[src/logic/pscg_pkg.sv]
// Constants for the power-saving clock gating block.
// Behaviour
// Four registers decoded at offsets 0x00, 0x04, 0x08, 0x0c from a fixed base.
// Control bit 0 written one stops processor clock; zero leaves it unchanged.
// Stopped processor clock restarts on any enabled interrupt or hardware reset.
// Serial ports bits 2-3, timers bits 4-6, parallel I/O bit 8.
// Ones written to the set register turn those peripheral clocks on.
// Ones written to the clear register turn those peripheral clocks off.
// Each status bit reads one while its peripheral clock runs, else zero.
// After reset the status register reads 0x17c.
// Control, set and clear registers are write only with no readable state.
// A disabled peripheral clock stops at once and resumes where it stopped.
// Software disables a peripheral clock only after its operations have finished.
// Processor clock runs after reset; clock bits match interrupt source numbers.
// Write-only registers and unused status bits read zero; unused write bits ignored.
package pscg_pkg;
   // ----------------------------------------------------------------
   // Register map
   // ----------------------------------------------------------------
   localparam logic [31:0] PSCG_BASE_ADDR   = 32'hffff4000;
   localparam logic [3:0]  PSCG_CPU_CMD_OFF = 4'h0;
   localparam logic [3:0]  PSCG_SET_OFF     = 4'h4;
   localparam logic [3:0]  PSCG_CLR_OFF     = 4'h8;
   localparam logic [3:0]  PSCG_STATE_OFF   = 4'hc;
   // ----------------------------------------------------------------
   // Field layout
   // ----------------------------------------------------------------
   localparam int          PSCG_CPU_STOP_BIT      = 0;
   localparam int          PSCG_NUM_CLK           = 6;
   localparam int          SERIAL_PORT_A_CLOCK_BIT = 2;
   localparam int          SERIAL_PORT_B_CLOCK_BIT = 3;
   localparam int          TIMER_CHANNEL_A_CLOCK_BIT = 4;
   localparam int          TIMER_CHANNEL_B_CLOCK_BIT = 5;
   localparam int          TIMER_CHANNEL_C_CLOCK_BIT = 6;
   localparam int          PARALLEL_IO_CLOCK_BIT  = 8;
   localparam logic [31:0] PSCG_CLK_MASK          = 32'h0000017c;
   localparam logic [31:0] PSCG_STATE_RESET       = 32'h0000017c;
   localparam logic [1:0]  PSCG_RESP_OKAY         = 2'h0;
   localparam logic [1:0]  PSCG_RESP_SLVERR       = 2'h2;
   // ----------------------------------------------------------------
   // Processor clock states
   // ----------------------------------------------------------------
   typedef enum logic [0:0] {
      PSCG_CPU_RUN  = 1'b0,
      PSCG_CPU_IDLE = 1'b1
   } pscg_cpu_state_t;
endpackage

[src/logic/pscg_clk_gate.sv]
// Glitch-free clock gate with a latch-free enable register on the falling edge.
module pscg_clk_gate
(
   // Clock in
   input  wire logic clk_in,
   input  wire logic aresetn,
   // Enable and gated clock
   input  wire logic enable,
   output wire logic clk_out
);
   logic en_low_r;

   // Enable changes only while the clock is low, so the output never shows a runt pulse.
   always_ff @(negedge clk_in)
   begin
      if (!aresetn)
         en_low_r <= 1'b1;
      else
         en_low_r <= enable;
   end

   assign clk_out = clk_in & en_low_r;
endmodule

[src/logic/pscg_top.sv]
// Power-saving clock gating block with an AXI4-Lite register slave.
//
// Implementation choice: register access over AXI4-Lite.
module pscg_top
   import pscg_pkg::*;
(
   // Clock and reset
   input  wire logic        aclk,
   input  wire logic        aresetn,
   // AXI4-Lite write address
   input  wire logic [31:0] s_axi_awaddr,
   input  wire logic        s_axi_awvalid,
   output wire logic        s_axi_awready,
   // AXI4-Lite write data
   input  wire logic [31:0] s_axi_wdata,
   input  wire logic [3:0]  s_axi_wstrb,
   input  wire logic        s_axi_wvalid,
   output wire logic        s_axi_wready,
   // AXI4-Lite write response
   output wire logic [1:0]  s_axi_bresp,
   output wire logic        s_axi_bvalid,
   input  wire logic        s_axi_bready,
   // AXI4-Lite read address
   input  wire logic [31:0] s_axi_araddr,
   input  wire logic        s_axi_arvalid,
   output wire logic        s_axi_arready,
   // AXI4-Lite read data
   output wire logic [31:0] s_axi_rdata,
   output wire logic [1:0]  s_axi_rresp,
   output wire logic        s_axi_rvalid,
   input  wire logic        s_axi_rready,
   // Wake-up from the interrupt controller
   input  wire logic        irq_wake,
   // Gated clocks
   output wire logic        cpu_clk,
   output wire logic        cpu_clk_en,
   output wire logic [8:0]  periph_clk,
   output wire logic [8:0]  periph_clk_en
);
   // ----------------------------------------------------------------
   // Write channel capture
   // ----------------------------------------------------------------
   logic [31:0]     awaddr_r;
   logic            aw_held_r;
   logic [31:0]     wdata_r;
   logic [3:0]      wstrb_r;
   logic            w_held_r;
   logic            bvalid_r;
   logic [1:0]      bresp_r;
   logic            wr_go;
   logic [3:0]      wr_off;
   logic            wr_hit;
   logic [31:0]     wr_mask;
   logic [31:0]     wr_bits;

   assign s_axi_awready = !aw_held_r && !bvalid_r;
   assign s_axi_wready  = !w_held_r && !bvalid_r;
   assign wr_go         = aw_held_r && w_held_r && !bvalid_r;

   always_ff @(posedge aclk)
   begin
      if (!aresetn)
      begin
         aw_held_r <= 1'b0;
         awaddr_r  <= 32'h00000000;
      end
      else if (s_axi_awvalid && s_axi_awready)
      begin
         aw_held_r <= 1'b1;
         awaddr_r  <= s_axi_awaddr;
      end
      else if (wr_go)
         aw_held_r <= 1'b0;
   end

   always_ff @(posedge aclk)
   begin
      if (!aresetn)
      begin
         w_held_r <= 1'b0;
         wdata_r  <= 32'h00000000;
         wstrb_r  <= 4'h0;
      end
      else if (s_axi_wvalid && s_axi_wready)
      begin
         w_held_r <= 1'b1;
         wdata_r  <= s_axi_wdata;
         wstrb_r  <= s_axi_wstrb;
      end
      else if (wr_go)
         w_held_r <= 1'b0;
   end

   // ----------------------------------------------------------------
   // Write decode
   // ----------------------------------------------------------------
   // The upper twenty bits are compared to the base and bits 11:4 must be zero; the window is 16 bytes.
   assign wr_off = awaddr_r[3:0];
   assign wr_hit = (awaddr_r[31:12] == PSCG_BASE_ADDR[31:12]) && (awaddr_r[11:4] == 8'h00)
                   && (awaddr_r[1:0] == 2'h0);
   assign wr_mask = {{8{wstrb_r[3]}}, {8{wstrb_r[2]}}, {8{wstrb_r[1]}}, {8{wstrb_r[0]}}};
   assign wr_bits = wdata_r & wr_mask;

   logic cpu_stop_wr;
   logic set_wr;
   logic clr_wr;

   assign cpu_stop_wr = wr_go && wr_hit && (wr_off == PSCG_CPU_CMD_OFF)
                        && wr_bits[PSCG_CPU_STOP_BIT];
   assign set_wr      = wr_go && wr_hit && (wr_off == PSCG_SET_OFF);
   assign clr_wr      = wr_go && wr_hit && (wr_off == PSCG_CLR_OFF);

   always_ff @(posedge aclk)
   begin
      if (!aresetn)
      begin
         bvalid_r <= 1'b0;
         bresp_r  <= PSCG_RESP_OKAY;
      end
      else if (wr_go)
      begin
         bvalid_r <= 1'b1;
         // The status register is read only, so a write to it is refused.
         bresp_r  <= (wr_hit && (wr_off != PSCG_STATE_OFF)) ? PSCG_RESP_OKAY : PSCG_RESP_SLVERR;
      end
      else if (s_axi_bready)
         bvalid_r <= 1'b0;
   end

   assign s_axi_bvalid = bvalid_r;
   assign s_axi_bresp  = bresp_r;

   // ----------------------------------------------------------------
   // Peripheral clock enables
   // ----------------------------------------------------------------
   logic [31:0] clk_state_r;
   logic [31:0] set_bits;
   logic [31:0] clr_bits;

   // Unused positions are masked, so writes there never reach state.
   assign set_bits = set_wr ? (wr_bits & PSCG_CLK_MASK) : 32'h00000000;
   assign clr_bits = clr_wr ? (wr_bits & PSCG_CLK_MASK) : 32'h00000000;

   always_ff @(posedge aclk)
   begin
      if (!aresetn)
         clk_state_r <= PSCG_STATE_RESET;
      else
         clk_state_r <= (clk_state_r | set_bits) & ~clr_bits;
   end

   // Software is expected to let a peripheral finish before stopping it; no check is made here.


   // One gate per peripheral bit position; bit index equals interrupt source number.
   genvar gi;
   generate
      for (gi = 0; gi < 9; gi = gi + 1)
      begin : g_periph
         if (PSCG_CLK_MASK[gi])
         begin : g_gate
            pscg_clk_gate u_gate
            (
               .clk_in  (aclk),
               .aresetn (aresetn),
               .enable  (clk_state_r[gi]),
               .clk_out (periph_clk[gi])
            );
         end
         else
         begin : g_none
            assign periph_clk[gi] = 1'b0;
         end
      end
   endgenerate

   assign periph_clk_en = clk_state_r[8:0];

   // ----------------------------------------------------------------
   // Processor clock state
   // ----------------------------------------------------------------
   pscg_cpu_state_t cpu_state_r;
   logic            wake_meta_r;
   logic            wake_sync_r;

   // The wake request may come from asynchronous sources, so it is synchronised.
   always_ff @(posedge aclk)
   begin
      if (!aresetn)
      begin
         wake_meta_r <= 1'b0;
         wake_sync_r <= 1'b0;
      end
      else
      begin
         wake_meta_r <= irq_wake;
         wake_sync_r <= wake_meta_r;
      end
   end

   always_ff @(posedge aclk)
   begin
      if (!aresetn)
         cpu_state_r <= PSCG_CPU_RUN;
      else
      begin
         case (cpu_state_r)
            PSCG_CPU_RUN:
               if (cpu_stop_wr)
                  cpu_state_r <= PSCG_CPU_IDLE;
            PSCG_CPU_IDLE:
               if (wake_sync_r)
                  cpu_state_r <= PSCG_CPU_RUN;
            default:
               cpu_state_r <= PSCG_CPU_RUN;
         endcase
      end
   end

   assign cpu_clk_en = (cpu_state_r == PSCG_CPU_RUN);

   pscg_clk_gate u_cpu_gate
   (
      .clk_in  (aclk),
      .aresetn (aresetn),
      .enable  (cpu_clk_en),
      .clk_out (cpu_clk)
   );

   // ----------------------------------------------------------------
   // Read channel
   // ----------------------------------------------------------------
   logic        rvalid_r;
   logic [31:0] rdata_r;
   logic [1:0]  rresp_r;
   logic        rd_hit;

   assign s_axi_arready = !rvalid_r;
   assign rd_hit = (s_axi_araddr[31:12] == PSCG_BASE_ADDR[31:12])
                   && (s_axi_araddr[11:4] == 8'h00) && (s_axi_araddr[1:0] == 2'h0);

   always_ff @(posedge aclk)
   begin
      if (!aresetn)
      begin
         rvalid_r <= 1'b0;
         rdata_r  <= 32'h00000000;
         rresp_r  <= PSCG_RESP_OKAY;
      end
      else if (s_axi_arvalid && s_axi_arready)
      begin
         rvalid_r <= 1'b1;
         rresp_r  <= rd_hit ? PSCG_RESP_OKAY : PSCG_RESP_SLVERR;
         if (rd_hit && (s_axi_araddr[3:0] == PSCG_STATE_OFF))
            rdata_r <= clk_state_r & PSCG_CLK_MASK;
         else
            rdata_r <= 32'h00000000;
      end
      else if (s_axi_rready)
         rvalid_r <= 1'b0;
   end

   assign s_axi_rvalid = rvalid_r;
   assign s_axi_rdata  = rdata_r;
   assign s_axi_rresp  = rresp_r;
endmodule

[config.mk]
export PLATFORM = sky130hd
export DESIGN_NAME = pscg_top
export DESIGN_NICKNAME = d
export VERILOG_FILES = /design/src/logic/pscg_pkg.sv /design/src/logic/pscg_clk_gate.sv /design/src/logic/pscg_top.sv
export SDC_FILE = /design/constraint.sdc
export NUM_CORES = 1
export LEC_CHECK = 0
export ABC_AREA = 1
export BUFFER_PORTS_ARGS = -buffer_cell sky130_fd_sc_hd__buf_2
export CAP_MARGIN = 0
export CORE_MARGIN = 2
export CORE_UTILIZATION = 35
export CTS_CLUSTER_SIZE = 14
export DETAILED_ROUTE_END_ITERATION = 10
export SETUP_SLACK_MARGIN = 0.02
export SLEW_MARGIN = 0
export SYNTH_ARGS = -nofsm -noshare
export SYNTH_HDL_FRONTEND = slang
export SYNTH_SLANG_ARGS = --single-unit
export TNS_END_PERCENT = 100
[constraint.sdc]
create_clock -name aclk -period 2.7 [get_ports aclk]
set_input_delay 0.54 -clock aclk [delete_from_list [all_inputs] [get_ports aclk]]
set_output_delay 0.54 -clock aclk [all_outputs]
set_load 0.02 [all_outputs]
==> implementation parameters <==
Parameter                              Value

Power and ir drop
  Net switching power ... 0.992 mW
  Sw Ratio ... 31.5%
  Power, Total ... ~3.1 mW
  Clock network power share ... a little over half
  Internal Dissipation ... 2.16 mW
  Leakage power total ... roughly 2.0 nW
  Combinational power share ... around a tenth
  Power density over the cells ... 793 mW/mm²
  Max IR drop VDD ... between 0.0004 and 0.0005 V
  Share of total power in sequential cells ... 35.8%

Detailed routing
  1st-iter DRT viols ... 48
  Total Routed Length ... 6.93 mm
  Detailed-route vias per instance ... 4.34
  Number of iterations in the first detailed-routing pass ... 4
  ANT nets after route ... 0
  Count of vias placed by the detailed router ... ~2800
  Number of remaining DRC errors ... 0
  WL/cell ... roughly 11 µm

Hold path
  Hold Crit Class ... in -> reg

Setup path
  Start-to-end type of the worst setup path ... reg -> out
  Worst endpoint data arrival time ... roughly 2400 ps
  Kind of end point of the critical path ... primary output
  Critical path peak fanout ... 1
  Kind of start point of the critical path ... register
  Data required time of the worst path ... 2160 ps

Place
  Worst setup timing slack at the placement stage ... 269 ps
  Total of buffers placed on input and output ports ... 107
  Routability cong. ... 0.791
  Post-DP HPWL ... 5.19 mm

Global route
  Largest net degree at the start of global routing ... 31
  Total GRT Usage ... 15.1%
  Vias in the first global route ... 2887
  Total overflow reported by the global router ... 0
  Wire length of the first global-routing pass ... 11.8 mm
  Initial antenna violation count ... 1

Timing
  Slew margin rel. ... 65.9%
  Worst Slack Setup Final ... -218 ps
  Max Slew Vio Count ... 0
  Number of setup violations in the final report ... 14
  Number of endpoints with negative hold slack in the final report ... 0
  Post-route clock skew ... approximately 60 ps
  RSZ-0062 raised after global routing ... true
  Tightest hold margin ... between 200 and 300 ps
  Transition time at the pin with the least slew margin ... 510 ps

Synth
  Post-synth design cell area ... 0.00321 mm²
  Post-Syn Area per Cell ... ~7.3 µm²
  Synth unique cells ... 28
  Fraction of the yosys area taken by sequential cells ... 43.0%
  Synthesized instance count ... 440
  Number of synthesized register bits ... a little under 70
  Number of warnings printed during yosys synthesis ... 0

Die
  I/O pins ... 169
  Die Footprint ... 0.00997 mm²
  Die span in x ... 99.8 µm
  Site row count ... 34
  Initial Utilization ... roughly 37%
  Placeable Area ... around 0.0088 mm²
  Die Height ... approximately 100 µm

Layout
  Commonest cells after routing, fill and taps aside ... sky130_fd_sc_hd__buf_2 (100), sky130_fd_sc_hd__nor2_1 (92), sky130_fd_sc_hd__dfxtp_1 (65)
  Fraction of final layout cells with drive strength greater than 1 ... slightly above 30%
  Post-synthesis to final-layout area growth ... 23.6%
  Final core area utilization ... 45.1%
  Most common library cell in the layout ignoring fill and taps ... sky130_fd_sc_hd__buf_2
  Number of nets at the end of the flow ... 650

Clock tree
  Total setup buffers inserted after CTS ... 0
  Clock latency on the worst-skew pair ... slightly above 500 ps
  Clock transition time at the flip-flop clock pins of the worst setup and hold paths ... about 70 ps
  CTS tree ... built

Status
  Status ... complete, but fails checks
  Violations in the final reports ... setup timing

Job
  Max cap viols ... 0
## critical path, stage by stage, from the launching register on
cell,delay (ps)
sky130_fd_sc_hd__dfxtp_2,320
sky130_fd_sc_hd__nand2_2,50
sky130_fd_sc_hd__inv_2,50
sky130_fd_sc_hd__buf_6,110
## sequential cells by signal (all words and copies together) (netlist names), 2 cells and up
register and count:
g_periph.g_gate.u_gate.en_low_r 6, awaddr_r 32, clk_state_r 6, s_axi_rdata 6
wdata_r 7, wstrb_r 2
## through the flow
| stage | TNS [ps] | instances | instance area (µm²) |
|---|---|---|---|
| after floorplan | 0 | 473 | 3340 |
| after global placement | 0 | 629 | 3610 |
| after detailed placement | 0 | 629 | 3610 |
| after CTS | -1720 | 655 | 3960 |
| after global routing | -1870 | 655 | 3970 |
| final | -1460 | 656 | 3970 |
## path summary, 6_finish.rpt
kind / from / to / slack (ps) / depth (start not counted)
max: g_periph[2].g_gate.u_gate.en_low_r / periph_clk[2] / -220 / 3
min: irq_wake / wake_meta_r / 300 / 3
max reg2reg: clk_state_r[2] / g_periph[2].g_gate.u_gate.en_low_r / 790 / 2
min reg2reg: wake_meta_r / wake_sync_r / 420 / 2
## Yosys cell counts, drive strengths merged
cell	count	share of area, %
nand4	13	2.5
nor2	96	12
buf	54	12
nand3b	2	0.86
conb	1	0.12
nor4	1	0.19
a21oi	17	3.2
nand3	14	2.5
o21a	1	0.23
dfxtp	69	43
o211ai	1	0.23
clkbuf	8	0.97
or2	2	0.47
inv	45	5.3
nor3	1	0.31
o21ai	49	7.6
nand2	66	7.9
## power groups by stage
| stage | combinational, mW | sequential [mW] | clock, mW |
|---|---|---|---|
| floorplan | 0.266 | 1.16 | 0.407 |
| global placement | 0.333 | 1.15 | 0.333 |
| detailed placement | 0.338 | 1.15 | 0.333 |
| CTS | 0.339 | 1.13 | 1.70 |
| global route | 0.385 | 1.14 | 1.82 |
| finish | 0.336 | 1.13 | 1.68 |
## cell type report
type / count / area (µm²)
fill: 943 / 4830
sequential: 69 / 1390
multi-input combinational: 297 / 1380
timing repair buffer: 103 / 523
clock buffer: 23 / 300
inverter: 37 / 139
tap: 108 / 135
clock inverter: 18 / 110
antenna: 1 / 2.50
## cells by family after synthesis
logic type / Yosys count / share of synthesized area [%]
flip-flops: 69 / 43.0
other: 1 / 0.117
AO/OA/AOI/OAI: 68 / 11.3
buffers and inverters: 107 / 18.4
AND/OR/NAND/NOR: 195 / 27.2
## layer usage
layer / up-vias / global-route usage, % / wire length (µm)
li1: 1513 / - / -
met1: 1223 / 15.9 / 2930
met2: 94 / 24.2 / 3350
met3: 14 / 7.94 / 557
met4: 0 / 8.43 / 99
met5: - / 1.54 / 0
## repair_timing
item,CTS,global route
pin swaps,6,3
gates resized for setup,15,12
hold buffers,0,0
endpoints found under the setup margin,14,14
Note: power is estimated with default switching activity, not from simulation.
